### src/pkg/sdiag_pkg.sv
// sdiag_pkg: register map, field layout, reset values and timing counts
// of the sleep and diagnostic status register bank.
// assumes a 16-bit serial word protocol with a 50 MHz core clock.
package sdiag_pkg;
   // register byte addresses on the serial link
   localparam logic [6:0] SDIAG_ADDR_SLEEP = 7'h24;
   localparam logic [6:0] SDIAG_ADDR_FLAGS = 7'h26;
   localparam logic [6:0] SDIAG_ADDR_LOT1 = 7'h32;
   localparam logic [6:0] SDIAG_ADDR_LOT2 = 7'h34;
   localparam logic [6:0] SDIAG_ADDR_LOT3 = 7'h36;
   localparam logic [6:0] SDIAG_ADDR_PROD = 7'h38;
   localparam logic [6:0] SDIAG_ADDR_SERIAL = 7'h3A;
   // error flag bit positions
   localparam int SDIAG_BIT_SUPPLY = 0;
   localparam int SDIAG_BIT_FLASHUPD = 2;
   localparam int SDIAG_BIT_SPIERR = 3;
   localparam int SDIAG_BIT_RANGE = 4;
   localparam int SDIAG_BIT_SELFTEST = 5;
   localparam int SDIAG_BIT_CHECKSUM = 6;
   localparam int SDIAG_BIT_ALARM1 = 8;
   localparam int SDIAG_BIT_ALARM2 = 9;
   localparam logic [15:0] SDIAG_FLAGS_USED = 16'h037D;
   // reset values and field constants
   localparam logic [15:0] SDIAG_FLAGS_RST = 16'h0000;
   localparam logic [7:0] SDIAG_SLEEP_RST = 8'h00;
   localparam logic [7:0] SDIAG_SLEEP_FOREVER = 8'hFF;
   localparam logic [13:0] SDIAG_SERIAL_MASK = 14'h3FFF;
   localparam int SDIAG_WORD_BITS = 16;
   // timing: half a second per sleep count at 50 MHz
   localparam int SDIAG_CLK_HZ = 50000000;
   localparam int SDIAG_SLEEP_STEP_MS = 500;
   localparam int SDIAG_SLEEP_STEP_CYC = SDIAG_CLK_HZ / 1000 * SDIAG_SLEEP_STEP_MS;
endpackage : sdiag_pkg

### src/rtl/sdiag_sync.sv
// sdiag_sync: two flip-flop synchroniser for a group of pin inputs.
// assumes the inputs are asynchronous to clk_i.
`timescale 1ns/1ps
module sdiag_sync #(
   parameter int WIDTH = 1
) (
   input wire logic clk_i,
   input wire logic sys_rst_i,
   input wire logic [WIDTH-1:0] rst_val_i,
   input wire logic [WIDTH-1:0] async_i,
   output logic [WIDTH-1:0] sync_o
);
   logic [WIDTH-1:0] meta_q;

   // first stage feeds only the second
   always_ff @(posedge clk_i) begin
      if (sys_rst_i) begin
         meta_q <= rst_val_i; // idle level, so no false edge after reset
         sync_o <= rst_val_i;
      end else begin
         meta_q <= async_i;
         sync_o <= meta_q;
      end
   end
endmodule : sdiag_sync

### src/rtl/sdiag_shift.sv
// sdiag_shift: serial word engine; counts clock edges per frame, shifts in
// 16-bit words and shifts out the reply word loaded at each word boundary.
// assumes synchronised chip select and serial clock, mode 3 timing.
`timescale 1ns/1ps
module sdiag_shift
   import sdiag_pkg::*;
(
   input wire logic clk_i,
   input wire logic sys_rst_i,
   input wire logic cs_n_i,
   input wire logic sclk_i,
   input wire logic mosi_i,
   input wire logic [15:0] reply_i,
   output logic [15:0] word_o,
   output logic word_valid_o,
   output logic frame_bad_o,
   output logic frame_start_o,
   output logic miso_o
);
   logic sclk_q;
   logic cs_n_q;
   logic [3:0] bit_cnt_q;
   logic [15:0] shin_q;
   logic [15:0] shout_q;
   logic rise;
   logic fall;

   assign rise = sclk_i & ~sclk_q & ~cs_n_i;
   assign fall = ~sclk_i & sclk_q & ~cs_n_i;

   // edge history
   always_ff @(posedge clk_i) begin
      if (sys_rst_i) begin
         sclk_q <= 1'b1;
         cs_n_q <= 1'b1;
      end else begin
         sclk_q <= sclk_i;
         cs_n_q <= cs_n_i;
      end
   end

   // input shifting on rising edges, word completion every 16 edges
   always_ff @(posedge clk_i) begin
      if (sys_rst_i || cs_n_i) begin
         bit_cnt_q <= 4'h0;
         shin_q <= 16'h0000;
         word_valid_o <= 1'b0;
      end else begin
         word_valid_o <= 1'b0;
         if (rise) begin
            shin_q <= {shin_q[14:0], mosi_i};
            bit_cnt_q <= bit_cnt_q + 4'h1;
            if (bit_cnt_q == 4'hF) begin
               word_o <= {shin_q[14:0], mosi_i};
               word_valid_o <= 1'b1;
            end
         end
      end
   end

   // output shifting; reply loaded at frame start and each word boundary
   always_ff @(posedge clk_i) begin
      if (sys_rst_i) begin
         shout_q <= 16'h0000;
         miso_o <= 1'b0;
      end else if (cs_n_q & ~cs_n_i) begin
         shout_q <= {reply_i[14:0], 1'b0};
         miso_o <= reply_i[15];
      end else if (fall) begin
         if (bit_cnt_q == 4'h0) begin
            shout_q <= {reply_i[14:0], 1'b0};
            miso_o <= reply_i[15];
         end else begin
            shout_q <= {shout_q[14:0], 1'b0};
            miso_o <= shout_q[15];
         end
      end
   end

   // frame end with a partial word, and frame start pulse
   always_ff @(posedge clk_i) begin
      if (sys_rst_i) begin
         frame_bad_o <= 1'b0;
         frame_start_o <= 1'b0;
      end else begin
         frame_bad_o <= ~cs_n_q & cs_n_i & (bit_cnt_q != 4'h0);
         frame_start_o <= cs_n_q & ~cs_n_i;
      end
   end
endmodule : sdiag_shift

### src/rtl/sdiag_top.sv
// sdiag_top: sleep control and diagnostic status register bank of a
// rate sensor, reached over a 16-clock-per-word serial port.
// assumes serial pins and reset pin asynchronous to clk_i; condition inputs
// come from sensor logic on clk_i; sample_tick_i marks the end of a sample.
`timescale 1ns/1ps

module sdiag_top
   import sdiag_pkg::*;
#(
   parameter logic [15:0] PRODUCT_CODE = 16'h1234, // arbitrary value
   parameter logic [15:0] LOT_CODE_1 = 16'h0001, // arbitrary value
   parameter logic [15:0] LOT_CODE_2 = 16'h0002, // arbitrary value
   parameter logic [15:0] LOT_CODE_3 = 16'h0003, // arbitrary value
   parameter logic [13:0] SERIAL_NUMBER = 14'h0001, // arbitrary value
   parameter int SLEEP_STEP_CYC = SDIAG_SLEEP_STEP_CYC
) (
   input wire logic clk_i,
   input wire logic sys_rst_i,
   input wire logic rst_pin_n_i,
   input wire logic cs_n_i,
   input wire logic sclk_i,
   input wire logic mosi_i,
   output logic miso_o,
   input wire logic sample_tick_i,
   input wire logic supply_low_i,
   input wire logic flash_fail_i,
   input wire logic over_range_i,
   input wire logic self_test_fail_i,
   input wire logic checksum_fail_i,
   input wire logic alarm1_i,
   input wire logic alarm2_i,
   output logic asleep_o,
   output logic sleep_forever_o
);
   // ==========================================================
   // elaboration checks
   if (SLEEP_STEP_CYC < 1 || SERIAL_NUMBER == 14'h0000) begin : g_bad_param
      $error("sdiag_top: bad parameter");
   end

   // ==========================================================
   // pin synchronisers
   logic [3:0] pins_sync;
   logic cs_n_s;
   logic sclk_s;
   logic mosi_s;
   logic rst_pin_n_s;

   sdiag_sync #(.WIDTH(4)) u_sync (
      .clk_i(clk_i),
      .sys_rst_i(sys_rst_i),
      .rst_val_i(4'hF),
      .async_i({cs_n_i, sclk_i, mosi_i, rst_pin_n_i}),
      .sync_o(pins_sync)
   );
   assign {cs_n_s, sclk_s, mosi_s, rst_pin_n_s} = pins_sync;

   // ==========================================================
   // serial word engine
   logic [15:0] word;
   logic word_valid;
   logic frame_bad;
   logic frame_start;
   logic [15:0] reply_q;
   logic miso_int;

   sdiag_shift u_shift (
      .clk_i(clk_i),
      .sys_rst_i(sys_rst_i),
      .cs_n_i(cs_n_s),
      .sclk_i(sclk_s),
      .mosi_i(mosi_s),
      .reply_i(reply_q),
      .word_o(word),
      .word_valid_o(word_valid),
      .frame_bad_o(frame_bad),
      .frame_start_o(frame_start),
      .miso_o(miso_int)
   );

   // ==========================================================
   // command decode: bit15 write, [14:8] address, [7:0] data
   logic is_write;
   logic [6:0] cmd_addr;
   logic rd_flags;
   logic wr_sleep;
   logic rst_pin_q;
   logic rst_pulse_done;

   assign is_write = word[15];
   assign cmd_addr = {word[14:9], 1'b0};
   assign rd_flags = word_valid & ~is_write & (cmd_addr == SDIAG_ADDR_FLAGS);
   assign wr_sleep = word_valid & is_write & (word[14:8] == SDIAG_ADDR_SLEEP);

   // reset pin released after a low pulse
   always_ff @(posedge clk_i) begin
      if (sys_rst_i) begin
         rst_pin_q <= 1'b1;
      end else begin
         rst_pin_q <= rst_pin_n_s;
      end
   end
   assign rst_pulse_done = ~rst_pin_q & rst_pin_n_s;

   // ==========================================================
   // sleep control
   typedef enum logic [1:0] {SDIAG_AWAKE, SDIAG_TIMED, SDIAG_FOREVER} sdiag_sleep_e;
   sdiag_sleep_e sleep_state_q;
   logic [7:0] sleep_reg_q;
   logic [7:0] sleep_left_q;
   logic [31:0] step_cnt_q;
   logic wake_event;

   assign wake_event = frame_start | rst_pulse_done;

   // sleep register storage
   always_ff @(posedge clk_i) begin
      if (sys_rst_i) begin
         sleep_reg_q <= SDIAG_SLEEP_RST;
      end else if (wr_sleep) begin
         sleep_reg_q <= word[7:0];
      end
   end

   // sleep state machine
   always_ff @(posedge clk_i) begin
      if (sys_rst_i) begin
         sleep_state_q <= SDIAG_AWAKE;
         sleep_left_q <= 8'h00;
         step_cnt_q <= 32'h0;
      end else begin
         case (sleep_state_q)
            SDIAG_AWAKE: begin
               step_cnt_q <= 32'h0;
               if (wr_sleep && word[7:0] == SDIAG_SLEEP_FOREVER) begin
                  sleep_state_q <= SDIAG_FOREVER;
               end else if (wr_sleep && word[7:0] != 8'h00) begin
                  sleep_state_q <= SDIAG_TIMED;
                  sleep_left_q <= word[7:0];
               end
            end
            SDIAG_TIMED: begin
               if (wake_event) begin
                  sleep_state_q <= SDIAG_AWAKE;
               end else if (step_cnt_q == 32'(SLEEP_STEP_CYC - 1)) begin
                  step_cnt_q <= 32'h0;
                  sleep_left_q <= sleep_left_q - 8'h01;
                  if (sleep_left_q == 8'h01) begin
                     sleep_state_q <= SDIAG_AWAKE;
                  end
               end else begin
                  step_cnt_q <= step_cnt_q + 32'h1;
               end
            end
            SDIAG_FOREVER: begin
               if (wake_event) begin
                  sleep_state_q <= SDIAG_AWAKE;
               end
            end
            default: sleep_state_q <= SDIAG_AWAKE;
         endcase
      end
   end

   // sleep status outputs
   always_ff @(posedge clk_i) begin
      if (sys_rst_i) begin
         asleep_o <= 1'b0;
         sleep_forever_o <= 1'b0;
      end else begin
         asleep_o <= (sleep_state_q != SDIAG_AWAKE);
         sleep_forever_o <= (sleep_state_q == SDIAG_FOREVER);
      end
   end

   // ==========================================================
   // error flags
   logic [15:0] flags_q;
   logic [15:0] cond;

   // conditions sampled at sample end; spi error is an event
   always_comb begin
      cond = 16'h0000;
      cond[SDIAG_BIT_FLASHUPD] = flash_fail_i;
      cond[SDIAG_BIT_RANGE] = over_range_i;
      cond[SDIAG_BIT_SELFTEST] = self_test_fail_i;
      cond[SDIAG_BIT_CHECKSUM] = checksum_fail_i;
      cond[SDIAG_BIT_ALARM1] = alarm1_i;
      cond[SDIAG_BIT_ALARM2] = alarm2_i;
   end

   // sticky flags except supply, which follows supply_low_i: read clears, sample end (spi error: partial frame) re-sets, set wins over clear
   always_ff @(posedge clk_i) begin
      if (sys_rst_i) begin
         flags_q <= SDIAG_FLAGS_RST;
      end else begin
         for (int i = 0; i < 16; i++) begin
            if (SDIAG_FLAGS_USED[i] == 1'b0) flags_q[i] <= 1'b0;
            else if (i == SDIAG_BIT_SUPPLY) flags_q[i] <= supply_low_i;
            else if (i == SDIAG_BIT_SPIERR && frame_bad) flags_q[i] <= 1'b1;
            else if (i != SDIAG_BIT_SPIERR && sample_tick_i && cond[i]) flags_q[i] <= 1'b1;
            else if (rd_flags) flags_q[i] <= 1'b0;
            else flags_q[i] <= flags_q[i];
         end
      end
   end

   // ==========================================================
   // reply word for the next 16 clocks
   always_ff @(posedge clk_i) begin
      if (sys_rst_i) begin
         reply_q <= 16'h0000;
      end else if (word_valid && !is_write) begin
         case (cmd_addr)
            SDIAG_ADDR_SLEEP: reply_q <= {8'h00, sleep_reg_q};
            SDIAG_ADDR_FLAGS: reply_q <= flags_q;
            SDIAG_ADDR_LOT1: reply_q <= LOT_CODE_1;
            SDIAG_ADDR_LOT2: reply_q <= LOT_CODE_2;
            SDIAG_ADDR_LOT3: reply_q <= LOT_CODE_3;
            SDIAG_ADDR_PROD: reply_q <= PRODUCT_CODE;
            SDIAG_ADDR_SERIAL: reply_q <= {2'b00, SERIAL_NUMBER & SDIAG_SERIAL_MASK};
            default: reply_q <= 16'h0000;
         endcase
      end
   end

   // miso registered once more after the shift engine register
   always_ff @(posedge clk_i) begin
      if (sys_rst_i) begin
         miso_o <= 1'b0;
      end else begin
         miso_o <= miso_int;
      end
   end
endmodule : sdiag_top

### config.mk
export PLATFORM = sky130hd
export DESIGN_NAME = sdiag_top
export DESIGN_NICKNAME = d
export VERILOG_FILES = /design/src/pkg/sdiag_pkg.sv /design/src/rtl/sdiag_sync.sv /design/src/rtl/sdiag_shift.sv /design/src/rtl/sdiag_top.sv
export SDC_FILE = /design/constraint.sdc
export NUM_CORES = 1
export LEC_CHECK = 0
export BUFFER_PORTS_ARGS = -buffer_cell sky130_fd_sc_hd__buf_2
export CAP_MARGIN = 20
export CORE_ASPECT_RATIO = 0.6
export CORE_MARGIN = 8
export CORE_UTILIZATION = 50
export DETAILED_ROUTE_END_ITERATION = 6
export GPL_TIMING_DRIVEN = 0
export PLACE_DENSITY = 0.73
export SYNTH_ARGS = -nofsm -noshare
export SYNTH_HDL_FRONTEND = slang
export SYNTH_SLANG_ARGS = --single-unit
export TNS_END_PERCENT = 100
### constraint.sdc
create_clock -name clk_i -period 3.8 [get_ports clk_i]
set_clock_uncertainty 0.2 [all_clocks]
set_input_delay 0.95 -clock clk_i [delete_from_list [all_inputs] [get_ports clk_i]]
set_output_delay 0.95 -clock clk_i [all_outputs]
set_load 0.05 [all_outputs]
==> results.md, run 1 <==
- After layout, the minimum clock period comes to 2.91 ns.
- Of the post-synthesis cell area, the dominant cell type holds 0.418.
- Dividing the detail-routed wire length by the instance count gives 17.7 um.
- The setup check on the worst reg-to-reg path leaves a slack of about 0.9 ns.
- The start point of the worst min-delay path is u_sync.meta_q[2].
- IR analysis of the VDD net gives a maximum drop of 0.295 mV.
- After technology mapping, the gate count stands at ~630.
- The path with the worst hold slack has its endpoint at u_sync.sync_o[2].
- The power consumption is 3.10 mW.
- Yosys mapped the design onto 54 distinct sky130hd cell types.
- The initial antenna violation count was 0.
- The share of post-route cells with drive strength above 1 is 0.106.
- Once the clock tree was built, the resizer swapped 0 gates to a different size.
- For this block, the via count after detailed routing is around 5000.
- STA classifies the critical path endpoint as a register.
- The largest fanout of any net on the critical path is 10.
- The first-pass GRT wire length is around 24000 um.
- The number of H-tree levels is 4.
- The startpoint of the worst register-to-register path is sleep_state_q[0].
- The count of final max-slew check failures was 0.
- The delay of the slowest cell on the worst path is roughly 0.46 ns.
- The synthesis warning total is 0.
- The total power per unit cell area is ~470 mW/mm^2.
- The filler cell count in the final layout is slightly below 1000.
- The max-cap violation count is 0.
- The worst register-to-register path ends at step_cnt_q[23].
- After clock tree synthesis, the clock-pin slew on the worst setup and hold paths is 0.06 ns.
- The clock latency of the later-clocked register in the worst-skew pair is 0.42 ns.
- The region available for standard cell placement spans 0.0113 mm^2.
- In this run the worst hold path is classified as register to register.
- The most numerous cell on the critical path is sky130_fd_sc_hd__clkbuf_1.
- The initial utilization of the core area, before any placement, comes to 0.513.
- In the routed layout, each cell is associated on average with a via count of about 5.9.
- Setup repair after global routing left no endpoint under its margin.
- The leakage power is about 2.2 nW.
- In this run, CTS created clock tree buffers numbering 17.
- The total congestion overflow after global routing is 0.
- The repair_antennas step left the layout with diodes totalling 0.
- TritonCTS built the clock tree.
- The slew at the pin closest to its max-slew limit is 0.890 ns.
- Timing would allow up to about 340 MHz.
- The full die area is 0.0154 mm^2.
- The sequential fraction of the synthesis area is 0.501.
- Counting every net in the synthesized netlist gives 651.
- The routed design has 14900 um of wire.
- The slowest stage of the critical path is the sky130_fd_sc_hd__dfxtp_1 cell.
- The cell count of the worst hold path is 1.
- The most area-hungry cell type in the Yosys netlist is sky130_fd_sc_hd__dfxtp_1.
- The count of pins on the block boundary is 17.
- The number of failing setup endpoints in the final timing report is 0.
- Once detailed placement completed, the half-perimeter wirelength came to 10500 um.
- Buffers placed on the I/O ports in this run total 15.
- The floorplan step set the die width to 155 um.
- The number of synthesized flops with an enable pin is 16.
- The post-route fraction of the period consumed by the critical path is 0.767.
- For this run, asynchronously set or reset flops after synthesis account for 0.
- The cts-stage hold buffer count is 0.
- The first-pass detailed-route iteration total is 5.
- The tree is rooted in a sky130_fd_sc_hd__clkbuf_16.
- In this run the tightest slew margin relative to its limit is 0.402.
- The run finished with clean final reports.
- After the flow finishes, the layout carries non-filler instances totaling 839.
- The detail route stage leaves a number of antenna-violating nets equal to 0.
- Setup total negative slack on the finished layout was measured at 0 ns.
- The longest clock path from root to sink contains 2 buffers.
- At the placement stage, the worst setup path has a slack of slightly above 0.8 ns.
- For this design, the sink count on the clock tree is 137.
- Counting cells, the worst reg-to-reg path comes to 8.
- The path type of the worst setup path is register to register.
- The signal on the critical path passes through nand2b_1 -> clkbuf_1 -> a211o_1 -> clkbuf_1 -> nor2_2 -> clkbuf_1 -> o21ai_1 -> a311oi_1.
- The number of flip-flops and latches in the synthesized netlist is 137.
- The net count of the finished layout is 685.
- The setup fix buffers added after clock tree synthesis is 0.
- The number of global-route vias before repair was 4674.
- The worst-case setup margin in the final layout is 0.886 ns.
- For this run, the leading register cell type out of synthesis is sky130_fd_sc_hd__dfxtp_1.
- Ranked by total cell area, the synthesized netlist is headed by sky130_fd_sc_hd__dfxtp_1 (42%), sky130_fd_sc_hd__edfxtp_1 (8.3%), sky130_fd_sc_hd__nor2_1 (5.1%), sky130_fd_sc_hd__a21oi_1 (4.8%), sky130_fd_sc_hd__nand2_1 (3.6%).
- The number of remaining DRC errors is 0.
- The number of endpoints with negative hold slack in the final report is 0.
- The critical path contains buffers and inverters numbering 3 combined.
- The cell class contributing the biggest share of worst-path delay is buffers and inverters.
- The die extent in y is a little under 100 um.
- In this run the cell area of the synthesized design comes to 0.00579 mm^2.
- Averaged over all synthesized cells, the footprint is 9.17 um^2.
- The number of rows in the core area is 30.
- The worst setup path is launched from a register.
- For this block, the initial DRC count from the detailed router was 383.
- The number of placed instances with taps included is 807.
- At the end of routability-driven placement, the weighted congestion stood at around 0.9.
- The most common cell after layout, fill and taps aside is sky130_fd_sc_hd__dfxtp_1.
- For the worst setup path, the data required time is 3.91 ns.
- From synthesis to final layout, the design area changed by 14.3%.
- Entering global routing, the biggest net connects 17 pins.
- In the layout the commonest cells are sky130_fd_sc_hd__dfxtp_1 (121), sky130_fd_sc_hd__nor2_1 (78), sky130_fd_sc_hd__nand2_1 (56), sky130_fd_sc_hd__a21oi_1 (56), sky130_fd_sc_hd__clkbuf_1 (32).
- Data on the critical path arrives at its endpoint at 3.03 ns.
- Across every metal layer, demand over resource in global routing totals 0.198.
-- cells in the mapped netlist, types with 4 or more instances --
master,number
sky130_fd_sc_hd__a211oi_1,12
sky130_fd_sc_hd__a21o_1,6
sky130_fd_sc_hd__a21oi_1,56
sky130_fd_sc_hd__a22oi_1,19
sky130_fd_sc_hd__a311oi_1,19
sky130_fd_sc_hd__a31oi_1,7
sky130_fd_sc_hd__a41oi_1,4
sky130_fd_sc_hd__and3_1,7
sky130_fd_sc_hd__and4_1,5
sky130_fd_sc_hd__buf_2,4
sky130_fd_sc_hd__clkbuf_1,29
sky130_fd_sc_hd__dfxtp_1,121
sky130_fd_sc_hd__edfxtp_1,16
sky130_fd_sc_hd__ha_1,5
sky130_fd_sc_hd__inv_1,12
sky130_fd_sc_hd__mux2i_1,18
sky130_fd_sc_hd__nand2_1,56
sky130_fd_sc_hd__nand2b_1,5
sky130_fd_sc_hd__nand3_1,17
sky130_fd_sc_hd__nand4_1,12
sky130_fd_sc_hd__nor2_1,78
sky130_fd_sc_hd__nor2b_1,8
sky130_fd_sc_hd__nor3_1,18
sky130_fd_sc_hd__nor4_1,8
sky130_fd_sc_hd__o21ai_1,15
sky130_fd_sc_hd__o221a_2,7
sky130_fd_sc_hd__or2_1,5
sky130_fd_sc_hd__or2_2,11
sky130_fd_sc_hd__xor2_1,5
-- sequential cells by signal, summed over array words and instances (netlist names), 2 cells and up --
register and count:
sleep_state_q 2, u_sync.meta_q 4, sleep_reg_q 8, step_cnt_q 32
u_sync.sync_o 4, u_shift.bit_cnt_q 4, reply_q 11, u_shift.shout_q 15
flags_q 8, u_shift.word_o 16, sleep_left_q 8, u_shift.shin_q 15
-- stage by stage --
stage | hold slack (ns) | util | instance area, um^2
after floorplan | 0.189 | - | 5790
after global placement | 0.195 | 0.537 | 6070
after detailed placement | 0.194 | 0.537 | 6070
after CTS | 0.215 | 0.586 | 6620
after global routing | 0.228 | 0.586 | 6620
final | 0.213 | 0.586 | 6620
-- how the worst max path moves through the flow --
stage,from,end,cells after the start
3_3_place_gp,sys_rst_i,u_shift.word_o[0],3
4_1_cts,sleep_state_q[1],step_cnt_q[29],8
3_5_place_dp,sys_rst_i,u_shift.word_o[0],3
5_1_grt,sleep_state_q[1],step_cnt_q[23],8
2_1_floorplan,sys_rst_i,u_shift.word_o[0],3
6_report,sleep_state_q[0],step_cnt_q[23],8
-- logic make-up after synthesis --
logic type / share of synthesized area
AO/OA/AOI/OAI: 0.190
AND/OR/NAND/NOR: 0.219
adder cells (fa/ha/maj): 0.0108
buffers and inverters: 0.0339
XOR/XNOR: 0.0121
multiplexers: 0.0330
flip-flops: 0.501
-- worst reg2reg max path: stages, from the launching register on --
cell and delay, ns:
sky130_fd_sc_hd__dfxtp_1 0.46, sky130_fd_sc_hd__nand2b_1 0.08, sky130_fd_sc_hd__clkbuf_1 0.21, sky130_fd_sc_hd__a211o_1 0.27
sky130_fd_sc_hd__clkbuf_1 0.24, sky130_fd_sc_hd__nor2_2 0.46, sky130_fd_sc_hd__clkbuf_1 0.44, sky130_fd_sc_hd__o21ai_1 0.15
sky130_fd_sc_hd__a311oi_1 0.31
-- area by class of cell --
| cell class | count | area [um^2] | area share |
|---|---|---|---|
| buffer | 37 | 151 | 0.0229 |
| multi-input combinational | 446 | 2700 | 0.407 |
| inverter | 12 | 45.0 | 0.00680 |
| tap | 160 | 200 | 0.0302 |
| clock inverter | 12 | 116 | 0.0176 |
| sequential | 137 | 2900 | 0.438 |
| timing repair buffer | 15 | 75.1 | 0.0113 |
| clock buffer | 20 | 437 | 0.0659 |
-- power breakdown --
group | switching (mW) | total, mW | internal (mW)
Sequential | 0.00861 | 1.48 | 1.48
Combinational | 0.0447 | 0.0660 | 0.0213
Clock | 0.644 | 1.55 | 0.907
Total | 0.698 | 3.10 | 2.40
-- per-layer routing --
metal	vias up	track usage	part of all wire
li1	2384	-	-
met1	2396	0.283	0.49
met2	179	0.290	0.42
met3	23	0.0433	0.071
met4	0	0.0644	0.015
met5	-	0	0
(Power assumes the default switching activity.)
==> run 2, diff against run 1 <==
--- a/config.mk
+++ b/config.mk
@@ -12,7 +12,7 @@
 export CORE_UTILIZATION = 50
 export DETAILED_ROUTE_END_ITERATION = 6
 export GPL_TIMING_DRIVEN = 0
-export PLACE_DENSITY = 0.73
+export PLACE_DENSITY = 0.76
 export SYNTH_ARGS = -nofsm -noshare
 export SYNTH_HDL_FRONTEND = slang
 export SYNTH_SLANG_ARGS = --single-unit
==> constraint.sdc (replaced) <==
create_clock -name clk_i -period 2.6 [get_ports clk_i]
set_clock_uncertainty 0.2 [all_clocks]
set_input_delay 0.65 -clock clk_i [delete_from_list [all_inputs] [get_ports clk_i]]
set_output_delay 0.65 -clock clk_i [all_outputs]
set_load 0.05 [all_outputs]
==> run 2 against run 1 <==
Against the previous run: sequential share of layout area is 1.6 points lower; via count is 3.7% higher; flip-flop and latch count stayed put; register-to-register slack worse by 0.86 ns; wire length is 5.3% higher; core utilization is 2.2 points higher; cell area is 3.7% higher; non-clock buffer count is 10 higher.
==> results.md, run 2 (synthesized netlist as in run 1, its figures left out) <==
- The flow ran to the end, and the final reports show no timing, DRC or antenna violations.
- The destination of the worst register-to-register timing path is sleep_left_q[2].
- The number of H-tree levels is 4 (unchanged).
- The buffering stage count on the worst path with inverters included is 1 (-2).
- The full die area is 0.0154 mm^2 (unchanged).
- The total congestion overflow after global routing is 0 (unchanged).
- The largest fanout of any net on the critical path is 8 (-2).
- The slack of the worst reg-to-reg path is 0.03 ns (-0.86 ns).
- The length in cells of the worst reg-to-reg path is 7 (-1).
- The tightest slew margin relative to the limit is 0.320 (-0.0819).
- The cell class contributing the biggest share of worst-path delay is simple AND/OR/NAND/NOR gates.
- The number of rows in the core area is 30 (unchanged).
- The number of routed nets with antenna violations came to 0 (unchanged).
- The kind of start point of the critical path is a register.
- The core region area came to 0.0113 mm^2 (unchanged).
- The summed area of non-filler cells in the final layout was 0.00687 mm^2 (+3.7%).
- The post-placement cell area was 0.00607 mm^2 (unchanged).
- The utilization after layout is 0.608 (+0.0218).
- The flip-flop count of the largest register after layout is 32 (unchanged).
- The worst register-to-register path begins at u_shift.word_o[11].
- The initial antenna violation count is 0 (unchanged).
- TritonCTS built the clock tree.
- The most common cell after layout, fill and taps aside is sky130_fd_sc_hd__dfxtp_1.
- The cell at the root of the clock tree is sky130_fd_sc_hd__clkbuf_16.
- The number of buffers created by CTS came to 17 (unchanged).
- The number of failing setup endpoints in the final timing report came to 0 (unchanged).
- The detailed-placement wirelength estimate is 10500 um (+0.84%).
- The signal arrival time at the worst endpoint came to 2.71 ns (-0.32 ns).
- The first-pass detailed-route iteration total is 6 (+1).
- The power consumption is 4.89 mW (+58%).
- The count of pins on the block boundary was 17 (unchanged).
- Counting flops per register, the top entry is step_cnt_q.
- The highest ir drop seen on vdd came to 0.461 mV (+57%).
- The largest registers in the layout are step_cnt_q x32, u_shift.word_o x16.
- The number of placed instances with taps included is 807 (unchanged).
- The path class of the tightest hold or removal check is register to register.
- The area growth from synthesis to layout is 18.5%.
- The delay of the slowest cell on the worst path is 0.53 ns (+0.07 ns).
- For hold timing, the worst endpoint is u_sync.sync_o[2].
- The number of nets in the layout was 695 (+1.5%).
- The filler cell count in the final layout is 942 (-2.4%).
- The largest net degree at the start of global routing is 17 (unchanged).
- The average wire per cell in the routed design is 18.4 um (+4.0%).
- The maximum buffer depth of the clock tree was 2 (unchanged).
- The slew at the pin closest to its max-slew limit is 1.01 ns (+0.115 ns).
- The post-route fraction of the period consumed by the critical path is 0.990 (+0.223).
- The worst-case setup margin in the final layout is 0.0252 ns (-0.860 ns).
- The count of final max-slew check failures was 0 (unchanged).
- The leakage power came to 2.31 nW (+5.2%).
- The required time of the critical path is 2.74 ns (-1.17 ns).
- The signal on the critical path passes through nand4bb_4 -> or4_4 -> or3_4 -> o221ai_4 -> buf_6 -> o21ai_1 -> a21oi_1.
- The worst slack at placement was -0.272 ns (-1.08 ns).
- The routability congestion estimate is 0.893 (-3.2%).
- The die extent in y was 99.4 um (unchanged).
- The clock transition at the register clock pins on the worst setup and hold paths after CTS is 0.06 ns (about the same).
- The number of global-route vias before repair is 4787 (+2.4%).
- The initial detailed-routing violation count is 588 (+54%).
- The number of antenna cells inserted came to 0 (unchanged).
- In the layout the commonest cells are sky130_fd_sc_hd__dfxtp_1 (121), sky130_fd_sc_hd__nor2_1 (77), sky130_fd_sc_hd__nand2_1 (56).
- The number of endpoints with negative hold slack in the final report is 0 (unchanged).
- The multi-input gate area in the final layout is 0.00276 mm^2 (+2.3%).
- The number of standard cells in the final layout excluding fillers came to 849 (+1.2%).
- The sequential cell area is 0.00290 mm^2 (unchanged).
- The initial core utilization was 0.513 (unchanged).
- The overall global routing resource usage is 0.204 (+0.00547).
- The largest individual stage delay along the critical path comes from the cell sky130_fd_sc_hd__or4_4.
- The maximum clock rate is 388 MHz (+13%).
- The element type at the critical path end is a register.
- The average via count per standard cell is 6.08 (+2.4%).
- The share of post-route cells with drive strength above 1 came to 0.139 (+0.0333).
- The total power per unit cell area is 711 mW/mm^2 (+52%).
- The floorplan die width is 155 um (unchanged).
- The critical path in this run is classified as register to register.
- The number of remaining DRC errors is 0 (unchanged).
- The detailed-route via count is 5164 (+3.7%).
- The max-cap violation count came to 0 (unchanged).
- The start point of the worst min-delay path is u_sync.meta_q[2].
- The first-pass GRT wire length is 24900 um (+2.4%).
- The clock latency of the later-clocked register in the worst-skew pair was 0.42 ns (about the same).
- The routed wire length is 15600 um (+5.3%).
- The number of port buffers is 15 (unchanged).
- The cell count of the worst hold path is 1 (unchanged).
- The time the worst path needs with I/O delays and setup is 2.57 ns (-0.340 ns).
- The clock net sink count is 137 (unchanged).
-- run 2: layout make-up --
type                    instances  share of cell area
inverters                      12             0.00656
multi-input cells             446               0.401
clock buffers                  19              0.0659
clock inverters                13              0.0279
plain buffers                  36              0.0231
repair buffers                 26              0.0235
well taps                     160              0.0291
flip-flops and latches        137               0.423
-- run 2: worst max-delay path by stage --
| stage | start | end | depth (start not counted) |
|---|---|---|---|
| 6_report | u_shift.word_o[11] | sleep_left_q[2] | 7 |
| 3_3_place_gp | sleep_state_q[1] | step_cnt_q[29] | 8 |
| 3_5_place_dp | sleep_state_q[1] | step_cnt_q[31] | 8 |
| 4_1_cts | u_shift.word_o[14] | sleep_left_q[2] | 7 |
| 5_1_grt | u_shift.word_o[11] | sleep_left_q[2] | 7 |
| 2_1_floorplan | u_shift.word_o[11] | sleep_left_q[0] | 7 |
-- run 2: worst reg2reg max path: cells and delay by family (launching register included) --
kind	cells	cell delay, ns
buffers and inverters	1	0.17
flip-flops	1	0.41
AO/OA/AOI/OAI	3	0.53
AND/OR/NAND/NOR	3	1.20
-- run 2: routing by layer --
layer	global-route usage	vias up	wire (um)
li1	-	2421	-
met1	0.274	2474	7100
met2	0.301	249	6800
met3	0.0567	20	1480
met4	0.0846	0	256
met5	0	-	0
-- run 2: through the flow --
step	hold slack, ns	TNS, ns
5_1_grt	0.225	-0.0865
4_1_cts	0.211	0
6_report	0.208	0
3_5_place_dp	0.198	-6.89
2_1_floorplan	0.189	0
3_3_place_gp	0.195	-2.86
-- run 2: power by group --
group	switching (mW)	internal [mW]	total, mW
registers	0.0137	2.16	2.17
logic	0.0644	0.0311	0.0955
clock network	0.955	1.67	2.62
-- run 2: repair_timing --
action / 4_1_cts / 5_1_grt
endpoints found under the setup margin: 34 / 34
gates cloned: 0 / 1
hold buffers: 0 / 0
pin swaps: 3 / 4
resized for setup: 7 / 10
buffers inserted: 5 / 5
